**src/core/dmacc_pkg.sv**
```systemverilog
// Package for the DMA channel control block: register map, fields, modes.
// Assumes a 16-bit data bus and a byte-addressed data space.
package dmacc_pkg;

  localparam int          AW             = 16;
  localparam int          DW             = 16;
  // Register offsets (own choice, plain port)
  localparam logic [3:0]  OFS_CTRL       = 4'h0;
  localparam logic [3:0]  OFS_SRC        = 4'h1;
  localparam logic [3:0]  OFS_DST        = 4'h2;
  localparam logic [3:0]  OFS_CNT        = 4'h3;
  localparam logic [3:0]  OFS_STAT       = 4'h4;
  // Control field positions
  localparam int          BIT_ON         = 0;
  localparam int          BIT_SIZE       = 1;
  localparam int          POS_XMODE      = 2;
  localparam int          POS_DMODE      = 4;
  localparam int          POS_SMODE      = 6;
  localparam int          BIT_TRIG       = 8;
  localparam int          BIT_RESTORE    = 9;
  localparam int          BIT_DUMMY      = 10;
  // Implemented bits of channel_control: 10..0
  localparam logic [15:0] CTRL_MASK      = 16'h07ff;
  localparam logic [15:0] CTRL_RESET     = 16'h0000;
  localparam logic [15:0] PTR_RESET      = 16'h0000;
  localparam logic [15:0] STEP_BYTE      = 16'h0001;
  localparam logic [15:0] STEP_WORD      = 16'h0002;

  typedef enum logic [1:0] {
    AM_HOLD = 2'h0,
    AM_INC  = 2'h1,
    AM_DEC  = 2'h2,
    AM_PIA  = 2'h3
  } dmacc_amode_t;

  typedef enum logic [1:0] {
    XM_ONE   = 2'h0,
    XM_RONE  = 2'h1,
    XM_CONT  = 2'h2,
    XM_RCONT = 2'h3
  } dmacc_xmode_t;

  // Bus cycle request to the system bus
  typedef struct packed {
    logic          valid;
    logic          write;
    logic          dummy;
    logic          byte_sz;
    logic [AW-1:0] addr;
    logic [DW-1:0] wdata;
  } dmacc_breq_t;

  typedef struct packed {
    logic [3:0]    addr;
    logic [DW-1:0] wdata;
    logic          wr;
    logic          rd;
  } dmacc_reg_t;

endpackage

```
**src/core/dmacc_channel.sv**
```systemverilog
// DMA channel control: control register, pointers, counter, sequencer.
// Assumes a single-beat system bus with a one-cycle done answer and a
// peripheral request from logic on the same clock.
// How it works
// - dummy-write mode adds a source write after each destination write
// - restore bit reloads pointers and counter at the next operation start
// - repeated modes always reload the counter at each repetition
// - only the original count is stored; pointers rebuilt from the tally of finished transfers
// - soft trigger raises a request, cleared by hardware on completion
// - transfers per trigger follow the transfer mode
// - source mode: hold, increment, decrement, or peripheral indirect
// - destination mode uses the same four encodings
// - transfer mode: one-shot, repeated one-shot, continuous, repeated
// - size bit one moves bytes, zero moves 16-bit words
// - channel runs only while its enable bit is one
// - bits 15-13 and 11 read zero; bit 12 kept at zero
`timescale 1ns/10ps
`default_nettype none
module dmacc_channel (
  input  wire logic                  clk,
  input  wire logic                  rst,
  input  wire logic                  ce,
  input  wire dmacc_pkg::dmacc_reg_t regs,
  output logic [15:0]                rdata,
  input  wire logic                  periph_req,
  output dmacc_pkg::dmacc_breq_t     breq,
  input  wire logic                  bus_done,
  input  wire logic [15:0]           bus_rdata,
  output logic                       busy,
  output logic                       block_done
);
  import dmacc_pkg::*;

  // ************************************************************
  // Types and signals
  // ************************************************************
  typedef enum logic [2:0] {
    ST_IDLE,
    ST_READ,
    ST_WRITE,
    ST_DUMMY,
    ST_STEP
  } dmacc_state_t;

  dmacc_state_t state_ff;
  logic [15:0]  ctrl_ff;
  logic [15:0]  src_ff;
  logic [15:0]  dst_ff;
  logic [15:0]  cnt_ff;
  logic [15:0]  done_ff;
  logic [15:0]  data_ff;
  logic [15:0]  rdata_ff;
  logic         armed_ff;
  logic         bdone_ff;
  logic         fresh_ff;
  logic [15:0]  orig_cnt;
  logic [15:0]  nxt_src;
  logic [15:0]  nxt_dst;
  logic [15:0]  back_src;
  logic [15:0]  back_dst;
  logic         on;
  logic         byte_sz;
  logic         restore;
  logic         repeated;
  logic         continuous;
  logic         start;
  logic         xfer_end;
  logic         last;
  logic         wr_ctrl;
  logic         wr_cnt;
  logic         wr_src;
  logic         wr_dst;
  logic         reload;
  logic         blk_end;

  assign on         = ctrl_ff[BIT_ON];
  assign byte_sz    = ctrl_ff[BIT_SIZE];
  assign restore    = ctrl_ff[BIT_RESTORE];
  assign repeated   = ctrl_ff[POS_XMODE];
  assign continuous = ctrl_ff[POS_XMODE+1];
  assign wr_ctrl    = regs.wr && (regs.addr == OFS_CTRL);
  assign wr_cnt     = regs.wr && (regs.addr == OFS_CNT);
  assign wr_src     = regs.wr && (regs.addr == OFS_SRC);
  assign wr_dst     = regs.wr && (regs.addr == OFS_DST);
  // A request starts a transfer from idle only while enabled
  assign start = on && (state_ff == ST_IDLE) &&
                 (ctrl_ff[BIT_TRIG] || periph_req);
  // A transfer ends after its write (and dummy write, if any)
  assign xfer_end = (state_ff == ST_STEP);
  assign last     = (cnt_ff == 16'h0001);
  // A block ends at the step of its last transfer, or at every
  // transfer in the one-shot modes
  assign blk_end  = xfer_end && (last || !continuous);
  // First start after the counter runs out brings back the saved values
  assign reload   = start && armed_ff;

  // ************************************************************
  // Pointer stepping
  // ************************************************************
  dmacc_step u_src_step (
    .ptr     (src_ff),
    .mode    (ctrl_ff[POS_SMODE+:2]),
    .byte_sz (byte_sz),
    .nxt_ptr (nxt_src)
  );

  dmacc_step u_dst_step (
    .ptr     (dst_ff),
    .mode    (ctrl_ff[POS_DMODE+:2]),
    .byte_sz (byte_sz),
    .nxt_ptr (nxt_dst)
  );

  // Original count captured whenever software loads the counter
  dmacc_hold u_cnt_hold (
    .clk  (clk),
    .rst  (rst),
    .ce   (ce),
    .load (wr_cnt),
    .din  (regs.wdata),
    .dout (orig_cnt)
  );

  // Rebuild original pointers: undo the steps already taken.
  // Cheaper than storing both start addresses.
  // Limitation: a pointer rewritten mid-block is rebuilt from its new value.
  always_comb begin
    logic [15:0] span;
    span = byte_sz ? done_ff : {done_ff[14:0], 1'b0};
    case (ctrl_ff[POS_SMODE+:2])
      AM_INC:  back_src = src_ff - span;
      AM_DEC:  back_src = src_ff + span;
      default: back_src = src_ff;
    endcase
    case (ctrl_ff[POS_DMODE+:2])
      AM_INC:  back_dst = dst_ff - span;
      AM_DEC:  back_dst = dst_ff + span;
      default: back_dst = dst_ff;
    endcase
  end

  // ************************************************************
  // Control register
  // ************************************************************
  // Hardware clear of the trigger wins only when no new write sets it.
  // Cleared at the edge the block ends, so an idle cycle with the bit
  // still set cannot start one transfer too many.
  always_ff @(posedge clk) begin
    if (rst) begin
      ctrl_ff <= CTRL_RESET;
    end else if (ce) begin
      if (wr_ctrl) begin
        ctrl_ff <= regs.wdata & CTRL_MASK;
      end else if (blk_end || !on) begin
        ctrl_ff[BIT_TRIG] <= 1'b0;
      end
    end
  end

  // ************************************************************
  // Transfer sequencer
  // ************************************************************
  // A cleared enable drops any beat in flight at the next edge; the
  // pointers keep the position of the last completed transfer.
  always_ff @(posedge clk) begin
    if (rst) begin
      state_ff <= ST_IDLE;
    end else if (ce) begin
      case (state_ff)
        ST_IDLE:  if (start) state_ff <= ST_READ;
        ST_READ:  if (!on) state_ff <= ST_IDLE;
                  else if (bus_done) state_ff <= ST_WRITE;
        ST_WRITE: if (!on) state_ff <= ST_IDLE;
                  else if (bus_done) state_ff <= ctrl_ff[BIT_DUMMY] ?
                                       ST_DUMMY : ST_STEP;
        ST_DUMMY: if (!on) state_ff <= ST_IDLE;
                  else if (bus_done) state_ff <= ST_STEP;
        ST_STEP:  if (continuous && !last && on) begin
                    state_ff <= ST_READ;
                  end else begin
                    state_ff <= ST_IDLE;
                  end
        default:  state_ff <= ST_IDLE;
      endcase
    end
  end

  // Data latched from the read beat
  always_ff @(posedge clk) begin
    if (rst) begin
      data_ff <= PTR_RESET;
    end else if (ce && state_ff == ST_READ && bus_done) begin
      data_ff <= bus_rdata;
    end
  end

  // ************************************************************
  // Pointers and counter
  // ************************************************************
  // Source pointer: a software load wins over a rebuild or a step
  always_ff @(posedge clk) begin
    if (rst) begin
      src_ff <= PTR_RESET;
    end else if (ce) begin
      if (wr_src) begin
        src_ff <= regs.wdata;
      end else if (reload && restore) begin
        src_ff <= back_src;
      end else if (xfer_end) begin
        src_ff <= nxt_src;
      end
    end
  end

  // Destination pointer: same priority as the source pointer
  always_ff @(posedge clk) begin
    if (rst) begin
      dst_ff <= PTR_RESET;
    end else if (ce) begin
      if (wr_dst) begin
        dst_ff <= regs.wdata;
      end else if (reload && restore) begin
        dst_ff <= back_dst;
      end else if (xfer_end) begin
        dst_ff <= nxt_dst;
      end
    end
  end

  // Counter and the tally of finished transfers used for rebuilding.
  // Repeated modes reload the count even with restore clear.
  always_ff @(posedge clk) begin
    if (rst) begin
      cnt_ff  <= PTR_RESET;
      done_ff <= PTR_RESET;
    end else if (ce) begin
      if (wr_cnt) begin
        cnt_ff  <= regs.wdata;
        done_ff <= PTR_RESET;
      end else if (reload && (restore || repeated)) begin
        cnt_ff  <= orig_cnt;
        done_ff <= PTR_RESET;
      end else if (xfer_end) begin
        cnt_ff  <= cnt_ff - 16'h0001;
        done_ff <= done_ff + 16'h0001;
      end
    end
  end

  // Armed after the transfer that empties the counter; the next start consumes it
  always_ff @(posedge clk) begin
    if (rst) begin
      armed_ff <= 1'b0;
    end else if (ce) begin
      if (reload) begin
        armed_ff <= 1'b0;
      end else if (xfer_end) begin
        armed_ff <= last;
      end
    end
  end

  // Fresh from a counter load until the first transfer completes
  always_ff @(posedge clk) begin
    if (rst) begin
      fresh_ff <= 1'b1;
    end else if (ce) begin
      if (wr_cnt) begin
        fresh_ff <= 1'b1;
      end else if (xfer_end) begin
        fresh_ff <= 1'b0;
      end
    end
  end

  // Block end pulse; repeated modes stay armed for the next request
  always_ff @(posedge clk) begin
    if (rst) begin
      bdone_ff <= 1'b0;
    end else if (ce) begin
      bdone_ff <= blk_end;
    end
  end

  // ************************************************************
  // Bus request
  // ************************************************************
  // Dummy write goes to the source address with the same data
  always_comb begin
    breq         = '0;
    breq.byte_sz = byte_sz;
    breq.wdata   = data_ff;
    case (state_ff)
      ST_READ:  begin
        breq.valid = 1'b1;
        breq.addr  = src_ff;
      end
      ST_WRITE: begin
        breq.valid = 1'b1;
        breq.write = 1'b1;
        breq.addr  = dst_ff;
      end
      ST_DUMMY: begin
        breq.valid = 1'b1;
        breq.write = 1'b1;
        breq.dummy = 1'b1;
        breq.addr  = src_ff;
      end
      default:  breq.addr = PTR_RESET;
    endcase
  end

  assign busy       = (state_ff != ST_IDLE);
  assign block_done = bdone_ff;

  // ************************************************************
  // Register read port
  // ************************************************************
  // Read data stand one cycle after the strobe; unmapped reads give zero
  always_ff @(posedge clk) begin
    if (rst) begin
      rdata_ff <= PTR_RESET;
    end else if (ce) begin
      if (regs.rd) begin
        case (regs.addr)
          OFS_CTRL: rdata_ff <= ctrl_ff & CTRL_MASK;
          OFS_SRC:  rdata_ff <= src_ff;
          OFS_DST:  rdata_ff <= dst_ff;
          OFS_CNT:  rdata_ff <= cnt_ff;
          OFS_STAT: rdata_ff <= {13'h0000, fresh_ff, armed_ff, busy};
          default:  rdata_ff <= PTR_RESET;
        endcase
      end else begin
        rdata_ff <= PTR_RESET;
      end
    end
  end

  assign rdata = rdata_ff;
endmodule
`default_nettype wire

```
**src/core/dmacc_step.sv**
```systemverilog
// Pointer stepping unit: next pointer value after a completed transfer.
// Assumes the caller applies the result only when a transfer completes.
`timescale 1ns/10ps
`default_nettype none
module dmacc_step (
  input  wire logic [15:0] ptr,
  input  wire logic [1:0]  mode,
  input  wire logic        byte_sz,
  output logic [15:0]      nxt_ptr
);
  import dmacc_pkg::*;

  logic [15:0] step;

  // Byte mode steps by one address unit, word mode by two
  assign step = byte_sz ? STEP_BYTE : STEP_WORD;

  // Hold and peripheral-indirect leave the pointer alone
  always_comb begin
    case (mode)
      AM_INC:  nxt_ptr = ptr + step;
      AM_DEC:  nxt_ptr = ptr - step;
      default: nxt_ptr = ptr;
    endcase
  end
endmodule
`default_nettype wire

```
**src/core/dmacc_hold.sv**
```systemverilog
// Small register that holds the value captured at each load strobe.
// Assumes a synchronous active-high reset and a shared clock enable.
`timescale 1ns/10ps
`default_nettype none
module dmacc_hold (
  input  wire logic        clk,
  input  wire logic        rst,
  input  wire logic        ce,
  input  wire logic        load,
  input  wire logic [15:0] din,
  output logic [15:0]      dout
);
  import dmacc_pkg::*;

  logic [15:0] val_ff;

  // Captured value, only the original count is kept
  always_ff @(posedge clk) begin
    if (rst) begin
      val_ff <= PTR_RESET;
    end else if (ce && load) begin
      val_ff <= din;
    end
  end

  assign dout = val_ff;
endmodule
`default_nettype wire

```
**config.mk**
```make
export PLATFORM = sky130hd
export DESIGN_NAME = dmacc_channel
export DESIGN_NICKNAME = d
export VERILOG_FILES = /design/src/core/dmacc_pkg.sv /design/src/core/dmacc_channel.sv /design/src/core/dmacc_step.sv /design/src/core/dmacc_hold.sv
export SDC_FILE = /design/constraint.sdc
export NUM_CORES = 1
export LEC_CHECK = 0
export ABC_AREA = 1
export BUFFER_PORTS_ARGS = -buffer_cell sky130_fd_sc_hd__buf_2
export CAP_MARGIN = 20
export CORE_ASPECT_RATIO = 0.6
export CORE_MARGIN = 10
export CORE_UTILIZATION = 45
export DETAILED_ROUTE_END_ITERATION = 10
export SLEW_MARGIN = 5
export SYNTH_ARGS = -nofsm -noshare
export SYNTH_HDL_FRONTEND = slang
export SYNTH_SLANG_ARGS = --single-unit
```
**constraint.sdc**
```tcl
create_clock -name clk -period 6.4 [get_ports clk]
set_input_delay 0 -clock clk [delete_from_list [all_inputs] [get_ports clk]]
set_output_delay 0 -clock clk [all_outputs]
set_load 0.01 [all_outputs]
```
==> results of run 1 <==
final cells by class:
class,count,area share [%]
multi-input cells,974,51.5
flip-flops and latches,129,25.9
repair buffers,137,8.71
inverters,136,5.12
clock buffers,28,5.08
well taps,240,3.01
clock inverters,4,0.728
cell families (layout without fill, tap and decap cells):
group                      Yosys count  after routing  share of synthesized area [%]
DFF                                129            129                           30.6
AOI/OAI and AO/OA                  386            386                           26.0
and+or+nand+nor                    521            521                           26.0
xor gates and xnor gates            29             29                           3.01
adders and majority gates           38             38                           5.81
buffers and inverters              187            305                           8.60
flip-flops by register name, summed over array words and instances (netlist names):
register and count:
cnt_ff 16, data_ff 16, done_ff 16, dst_ff 16, rdata 16, src_ff 16, u_cnt_hold.dout 16, ctrl_ff 11
state_ff 3, armed_ff 1, block_done 1, fresh_ff 1
layer usage:
metal	up-vias	wire [µm]
met5	-	0
met4	0	396
met3	34	4490
met2	483	12500
met1	4386	15900
li1	4592	-
synthesized netlist by cell type (all sizes together), types with 18 or more instances:
master,count,area (µm²)
clkbuf,40,150
nor3,18,101
o21ai,141,706
inv,132,495
nor2,132,531
o22ai,33,206
nand2,291,1100
xor2,22,193
dfxtp,129,2580
ha,36,450
nand3,61,320
a21oi,134,671
worst paths after layout:
kind,cells past startpoint,endpoint,slack [ns],start
worst max-delay path,20,src_ff[14],2.21,ctrl_ff[1]
worst min-delay path,5,rdata[0],0.02,regs[0]
worst max register to register,20,src_ff[14],2.21,ctrl_ff[1]
worst min register to register,2,u_cnt_hold.dout[7],0.45,u_cnt_hold.dout[7]
metrics by stage:
stage	setup WS, ns	cell area [µm²]	hold WS [ns]	power [mW]	std cells
after floorplan	3.28	8440	0.135	1.46	1290
after global placement	2.37	9070	0.222	1.66	1584
after detailed placement	2.34	9070	0.228	1.67	1584
after CTS	2.29	9970	0.00772	2.66	1648
after global routing	1.77	9970	0.0531	2.81	1648
final	2.21	9970	0.0154	2.68	1648
worst register-to-register path: cells and delay by family, from the launching register on:
| family | cells | cell delay [ns] |
|---|---|---|
| AOI/OAI and AO/OA | 5 | 0.57 |
| DFF | 1 | 0.82 |
| xor gates and xnor gates | 1 | 0.22 |
| and+or+nand+nor | 11 | 1.79 |
| adders and majority gates | 1 | 0.35 |
| buffers and inverters | 2 | 0.37 |
timing repair:
action                                 in CTS  in global routing
endpoints found under the hold margin      48                  0
hold buffers                               32                  0
setup buffers                               0                  0
cells in the final DEF (no fill, tap or decap), drive strengths merged, types with 3 or more instances in the layout:
master / instances
xor2: 22
xnor2: 7
o2111ai: 6
o211ai: 9
dlygate4sd3: 32
o22ai: 33
clkinv: 5
a21o: 5
nor2: 132
a31oi: 12
nand3: 61
o21ai: 141
o221ai: 6
o31ai: 7
a21oi: 134
nand4: 7
a22o: 9
buf: 105
clkbuf: 28
o21bai: 4
nor4: 3
nor3: 18
or2: 6
ha: 36
nand2: 291
inv: 132
a211oi: 9
dfxtp: 129
a221oi: 6
power breakdown:
group          internal, mW  switching [mW]  total (mW)
combinational         0.266           0.510       0.777
sequential            0.857          0.0600       0.917
clock                 0.615           0.367       0.982
total                  1.74           0.938        2.68
==> results.toml, run 1 <==
[worst_setup_path]
required_ns = 6.76
critical_path.slowest_cell = "dfxtp_1"
critPathKind = "reg -> reg"
crit_chain = "inv_2, nand2_1, nand2_1, nor2_1, nand2_1, nor2_1, nand2_1, nor3_1, nand2_1, xnor2_1, o22ai_1, ha_1, inv_1, nor3_1, nand3_1, nand2_1, a21oi_1, o21ai_0, o211ai_1, a21oi_1"
critPathMostFrequentCell = "nand2_1"
critPathCaptureType = "flop"
path_buf_inv = 2
start_kind = "flop"
critical_path.max_stage_delay_ns = 0.82
path_max_fanout = 23
critical-path-top-delay-family = "simple AND/OR/NAND/NOR gates"
arrival_ns = 4.55

[yosys]
synth.avg_cell_area_um2 = 6.54
ys_warn_count = 0
seq_area_frac_synth_pct = 30.6
yosys_register_bits = 129
synth_edf_count = 0
synth_cell_type_count = 48
async_flop_share_pct = 0
syn_area_um2 = 8440
synth_flop_cell = "dfxtp_1"
syn_nets = 1371
syn_inst = 1290

[sta]
relSlewSlack_pct = 33.3
clock-skew-final_ns = 0.00719
max_freq_ghz = 0.239
tightest_slew_ns = 0.996
rsz0062_at_grt = "false"
period_share_pct = 65.4
drv_slew = 0
fin_crit_ns = 4.19
hold_viol = 0
setup_viol = 0
fin_tns_setup_ns = 0

[routing]
vias = 9495
first_iter_violations = 1006
wl_per_cell_um = 20.2
ant_nets = 0
vias_per_cell = 5.76
wirelength_mm = 33.3
drt_pass1_iterations = 6
drc_errors = 0

[final_layout]
num-fill-cells = 1875
multiInputGateArea_um2 = 5130
num-nets-final = 1476
regArea_um2 = 2580
n_antenna_cell = 0
drive_above_1_share_pct = 11.6
fin_util_pct = 54.6
syn_to_final_growth_pct = 18.2

[placement]
gp_congestion = 0.980
place_hpwl_mm = 25.5
portBuffers = 96

[clock_tree]
numCtsBuffers = 17
cts_tree = "yes"
clkLatencyLatePin_ns = 0.43
cts_buffer_depth = 2
cts_sinks = 129
clock-root-buffer = "clkbuf_16"
ctsResizeCount = 0
h-tree-depth = 4
clk_pin_slew_ns = 0.06

[grt]
antenna_found_initial = 0
grtUsageMet1_pct = 39.4
grt_max_degree = 76
top_usage_layer = "met1"
grt-ovfl-total = 0
grt_pass1_vias = 8375
grt_pass1_wl_mm = 50.7
grt_usage_pct = 26.2
grt_use_met3_pct = 10.2
met2_usage_pct = 33.3

[floorplan]
core_um2 = 18300
die_x_um = 197
num_rows = 38
start_util_pct = 46.2
die_h_um = 126
ioPinCount = 97
fp.dieArea_um2 = 24800

[hold_path]
hold_class = "in -> reg"

[run_status]
status = "completed"

[pwr]
ir_drop_mv = 0.188
leakage_nw = 4.50
power_density_nw_per_um2 = 268

[flow_run]
maxCapViolCount = 0
No activity file was read; power rests on OpenSTA's default activity.
==> run 2: changes to the inputs <==
- PLACE_DENSITY: default -> 0.67
- clock period: 6.4 -> 3.8 ns (I/O delays scaled with it)
==> results.toml, run 2 (synthesis results as in run 1) <==
[run_status]
status = "completed"

[clock_tree]
cts_buffer_depth = 2
cts_tree = "yes"
cts_sinks = 129
clock-root-buffer = "clkbuf_16"
clkLatencyLatePin_ns = 0.44
h-tree-depth = 4
clk_pin_slew_ns = 0.06
numCtsBuffers = 17

[worst_setup_path]
start_kind = "flop"
critPathKind = "reg -> reg"
required_ns = 4.10
arrival_ns = 3.87
path_max_fanout = 14
cp.depth = 21
critPathCaptureType = "flop"
critPathMostFrequentCell = "nand2_1"
critical_path.slowest_cell = "dfxtp_1"
crit_path_start = "ctrl_ff[0]"
critical_path.max_stage_delay_ns = 0.49
critical-path-top-delay-family = "simple AND/OR/NAND/NOR gates"
timing.rr.start = "ctrl_ff[0]"
path_buf_inv = 4
crit_chain = "o21ai_0, inv_1, nand3_1, nor2_4, inv_4, nor2_1, inv_2, o22ai_1, ha_1, nand2_1, inv_1, nand2_1, nand2_1, nand2_1, nand3_1, nand2_1, nand2_1, a21oi_1, o21ai_0, o211ai_1, a21oi_1"
r2r_cells = 21

[sta]
setup_slack_ns = 0.221
hold_viol = 0
rsz0062_at_grt = "true"
fin_crit_ns = 3.58
setup_viol = 0
clock-skew-final_ns = 0.0102
tightest_slew_ns = 0.877
period_share_pct = 94.2
max_freq_ghz = 0.279
holdWs_ns = 0.0735
drv_slew = 0
relSlewSlack_pct = 41.3

[routing]
wirelength_mm = 33.5
drc_errors = 0
vias = 9797
vias_per_cell = 5.88
wl_per_cell_um = 20.1
first_iter_violations = 1158
ant_nets = 0
drt_pass1_iterations = 5

[floorplan]
ioPinCount = 97
start_util_pct = 46.2
num_rows = 38
core_um2 = 18300
die_h_um = 126
die_x_um = 197
fp.dieArea_um2 = 24800

[hold_path]
hold_class = "in -> reg"
min_from = "bus_done"
min_path_cells = 5

[final_layout]
final_cells = 1667
syn_to_final_growth_pct = 20.9
num-nets-final = 1495
layout_common_cells = "nand2_1, o21ai_0, a21oi_1"
fin_util_pct = 55.9
postLayoutCellArea_um2 = 10200
final_common_cell = "nand2_1"
drive_above_1_share_pct = 14.0

[flow_run]
maxCapViolCount = 0

[placement]
place_area_um2 = 9170
dp_cells = 1597
place_hpwl_mm = 25.5
gp_congestion = 1.00
dp_slack_ns = 0.00248
portBuffers = 96

[grt]
grt_pass1_vias = 8529
grt_pass1_wl_mm = 50.8
antenna_found_initial = 1
grt-ovfl-total = 0
grt_usage_pct = 26.3
grt_max_degree = 44

[pwr]
power_density_nw_per_um2 = 452
ir_drop_mv = 0.347
leakage_nw = 4.60
==> run 2: changes by cell type in the layout (fill, tap and decap cells not counted), moves of 6 or more <==
| cell | before | now |
|---|---|---|
| clkbuf_1 | 7 | 0 |
| buf_4 | 9 | 26 |
| o22ai_2 | 0 | 6 |
| o22ai_1 | 33 | 27 |
==> run 2: repair_timing <==
action / in CTS / in global routing
hold buffers: 34 / 0
gates resized for setup: 1 / 19
setup endpoints to repair: 1 / 19
pin swaps: 0 / 1
endpoints found under the hold margin: 49 / 0
setup buffers: 0 / 4
==> run 2: area by class of cell <==
| cell class | count | area, µm² |
|---|---|---|
| well taps | 240 | 300 |
| multi-input cells | 974 | 5180 |
| fillers | 1785 | 8060 |
| flip-flops and latches | 129 | 2580 |
| repair buffers | 156 | 1020 |
| diodes | 1 | 2.50 |
| clock buffers | 18 | 439 |
| inverters | 136 | 513 |
| clock inverters | 13 | 161 |
==> run 2: worst reg2reg max path: stages (launching register included) <==
cell and delay, ns:
dfxtp_1 0.49, o21ai_0 0.18, inv_1 0.10, nand3_1 0.15, nor2_4 0.31, inv_4 0.15
nor2_1 0.17, inv_2 0.16, o22ai_1 0.37, ha_1 0.38, nand2_1 0.13, inv_1 0.04
nand2_1 0.06, nand2_1 0.05, nand2_1 0.05, nand3_1 0.12, nand2_1 0.09, nand2_1 0.06
a21oi_1 0.11, o21ai_0 0.09, o211ai_1 0.09, a21oi_1 0.08
==> run 2: worst paths after layout <==
kind	end	slack, ns
max	src_ff[13]	0.22
min	state_ff[2]	0.07
max reg2reg	src_ff[13]	0.22
min reg2reg	u_cnt_hold.dout[7]	0.45
==> run 2: metrics by stage <==
stage,TNS (ns),power (mW)
finish,0,4.61
global route,-0.224,4.83
CTS,0,4.56
detailed placement,0,2.83
global placement,-0.0366,2.82
floorplan,0,2.45
==> run 2: report_power, final <==
part / switching, mW / leakage [nW] / internal [mW]
Clock: 0.671 / 0.284 / 1.04
Combinational: 0.880 / 3.27 / 0.471
Sequential: 0.0994 / 1.04 / 1.44
==> run 2: metal layers <==
| metal | vias up | track usage [%] | routed length [µm] |
|---|---|---|---|
| li1 | 4637 | - | - |
| met1 | 4528 | 37.5 | 15500 |
| met2 | 564 | 32.9 | 12400 |
| met3 | 64 | 13.2 | 4810 |
| met4 | 4 | 7.25 | 681 |
| met5 | - | 2.53 | 104 |
==> run 3: changes to the inputs <==
==> constraint.sdc (replaced) <==
create_clock -name clk -period 3.8 [get_ports clk]
set_input_delay 0.38 -clock clk [delete_from_list [all_inputs] [get_ports clk]]
set_output_delay 0.38 -clock clk [all_outputs]
set_load 0.01 [all_outputs]
==> results.toml, run 3 (synthesis results as in run 1) <==
[clock_tree]
h-tree-depth = 4
cts_tree = "yes"
cts_sinks = 129
cts_buffer_depth = 2
numCtsBuffers = 17
clock-root-buffer = "clkbuf_16"
clkLatencyLatePin_ns = 0.44
cts-hold-fix-buffers = 0
clk_pin_slew_ns = 0.06

[worst_setup_path]
path_buf_inv = 3
critical-path-top-delay-family = "compound AO/OA/AOI/OAI gates"
crit_chain = "inv_1, nand2_1, nor2_2, nand3_1, nor2_4, buf_4, o21ai_0, ha_1, fa_1, nand2_1, nand2_1, a21oi_1, o21ai_0, buf_4, a21o_1, a21boi_0, or2_2, nand3_1, a21oi_1"
critPathCaptureType = "flop"
critPathMostFrequentCell = "nand2_1"
arrival_ns = 3.94
cp.depth = 19
r2r_cells = 19
critPathKind = "reg -> reg"
critical_path.slowest_cell = "fa_1"
start_kind = "flop"
critical_path.max_stage_delay_ns = 0.40
required_ns = 4.17
path_max_fanout = 6

[placement]
portBuffers = 96
dp_slack_ns = 0.0356
place_hpwl_mm = 25.4
gp_congestion = 1.02

[flow_run]
maxCapViolCount = 0

[grt]
grt-ovfl-total = 0
grt_usage_pct = 25.5
grt_pass1_wl_mm = 49.2
grt_pass1_vias = 8263
grt_max_degree = 44
antenna_found_initial = 0

[sta]
tightest_slew_ns = 0.882
hold_viol = 0
drv_slew = 0
max_freq_ghz = 0.280
fin_tns_setup_ns = 0
setup_slack_ns = 0.227
rsz0062_at_grt = "false"
relSlewSlack_pct = 41.0
clock-skew-final_ns = 0.00806
setup_viol = 0
holdWs_ns = 0.168
fin_crit_ns = 3.57
period_share_pct = 94.0

[pwr]
power_density_nw_per_um2 = 466
switching_share_pct = 35.1
p_clk_share_pct = 37.6
p_int_mw = 2.97
netSwitchingPower_mw = 1.61
ir_drop_mv = 0.302
combPwrFrac_pct = 28.6
pwr-share-seq_pct = 33.9
p_total_mw = 4.58
leakage_nw = 4.45

[final_layout]
num-nets-final = 1459
drive_above_1_share_pct = 13.9
layout_common_cells = "nand2_1, o21ai_0, a21oi_1"
fin_util_pct = 53.8
syn_to_final_growth_pct = 16.5
final_common_cell = "nand2_1"

[hold_path]
hold_class = "in -> reg"
min_path_cells = 3

[routing]
drt_pass1_iterations = 6
first_iter_violations = 1003
drc_errors = 0
wl_per_cell_um = 20.0
wirelength_mm = 32.6
vias_per_cell = 5.82
ant_nets = 0
vias = 9499

[floorplan]
num_rows = 38
die_h_um = 126
start_util_pct = 46.2
fp.dieArea_um2 = 24800
ioPinCount = 97
die_x_um = 197
core_um2 = 18300

[run_status]
status = "completed"
[run 3: changes by cell type in the layout (fill, tap and decap cells not counted), moves of 2 or more]
cell           before  now
dlygate4sd3_1      34    0
o22ai_1            27   30
o22ai_2             6    3
a21oi_1           132  134
a21oi_2             2    0
buf_4              26   24
clkbuf_1            0    2
clkbuf_8            1    3
o21ai_1             5    3
[run 3: final timing paths]
path / slack (ns) / startpoint / endpoint
min: 0.17 / bus_rdata[1] / data_ff[1]
max: 0.23 / state_ff[1] / dst_ff[12]
max reg2reg: 0.23 / state_ff[1] / dst_ff[12]
min reg2reg: 0.45 / u_cnt_hold.dout[7] / u_cnt_hold.dout[7]
[run 3: layout make-up]
cell class              instances  area, µm²
diodes                          1       2.50
clock buffers                  22        474
clock inverters                 9        131
fillers                      1857       8430
inverters                     136        510
multi-input cells             974       5160
flip-flops and latches        129       2580
well taps                     240        300
repair buffers                120        661
[run 3: power by group through the flow]
stage          clock [mW]  combinational (mW)  sequential, mW
3_3_place_gp            0                1.25            1.57
2_1_floorplan           0               0.911            1.54
3_5_place_dp            0                1.26            1.57
5_1_grt              1.78                1.46            1.56
4_1_cts              1.72                1.26            1.54
6_report             1.72                1.31            1.55
[run 3: metal layers]
| metal | vias to the layer above | part of all wire, % | track usage [%] |
|---|---|---|---|
| met5 | - | 0.14 | 1.56 |
| met4 | 2 | 1.0 | 5.36 |
| met3 | 30 | 15 | 11.8 |
| met2 | 506 | 37 | 31.6 |
| met1 | 4396 | 47 | 38.0 |
| li1 | 4565 | - | - |
[run 3: metrics by stage]
step	cell area, µm²	cells
floorplan	8440	1290
global placement	9170	1597
detailed placement	9170	1597
CTS	9770	1628
global route	9820	1630
finish	9830	1631
[run 3: worst register-to-register path, delay by kind of cell (launching register included)]
kind	cells	cell delay (ns)
AO/OA/AOI/OAI	6	1.03
adder cells (fa/ha/maj)	2	0.68
AND/OR/NAND/NOR	8	0.99
buffers and inverters	3	0.48
flip-flops	1	0.33
[run 3: repair_timing]
| item | 4_1_cts | 5_1_grt |
|---|---|---|
| endpoints found under the hold margin | 0 | 0 |
| endpoints found under the setup margin | 0 | 18 |
| resized for setup | 0 | 13 |
| setup buffers | 0 | 2 |
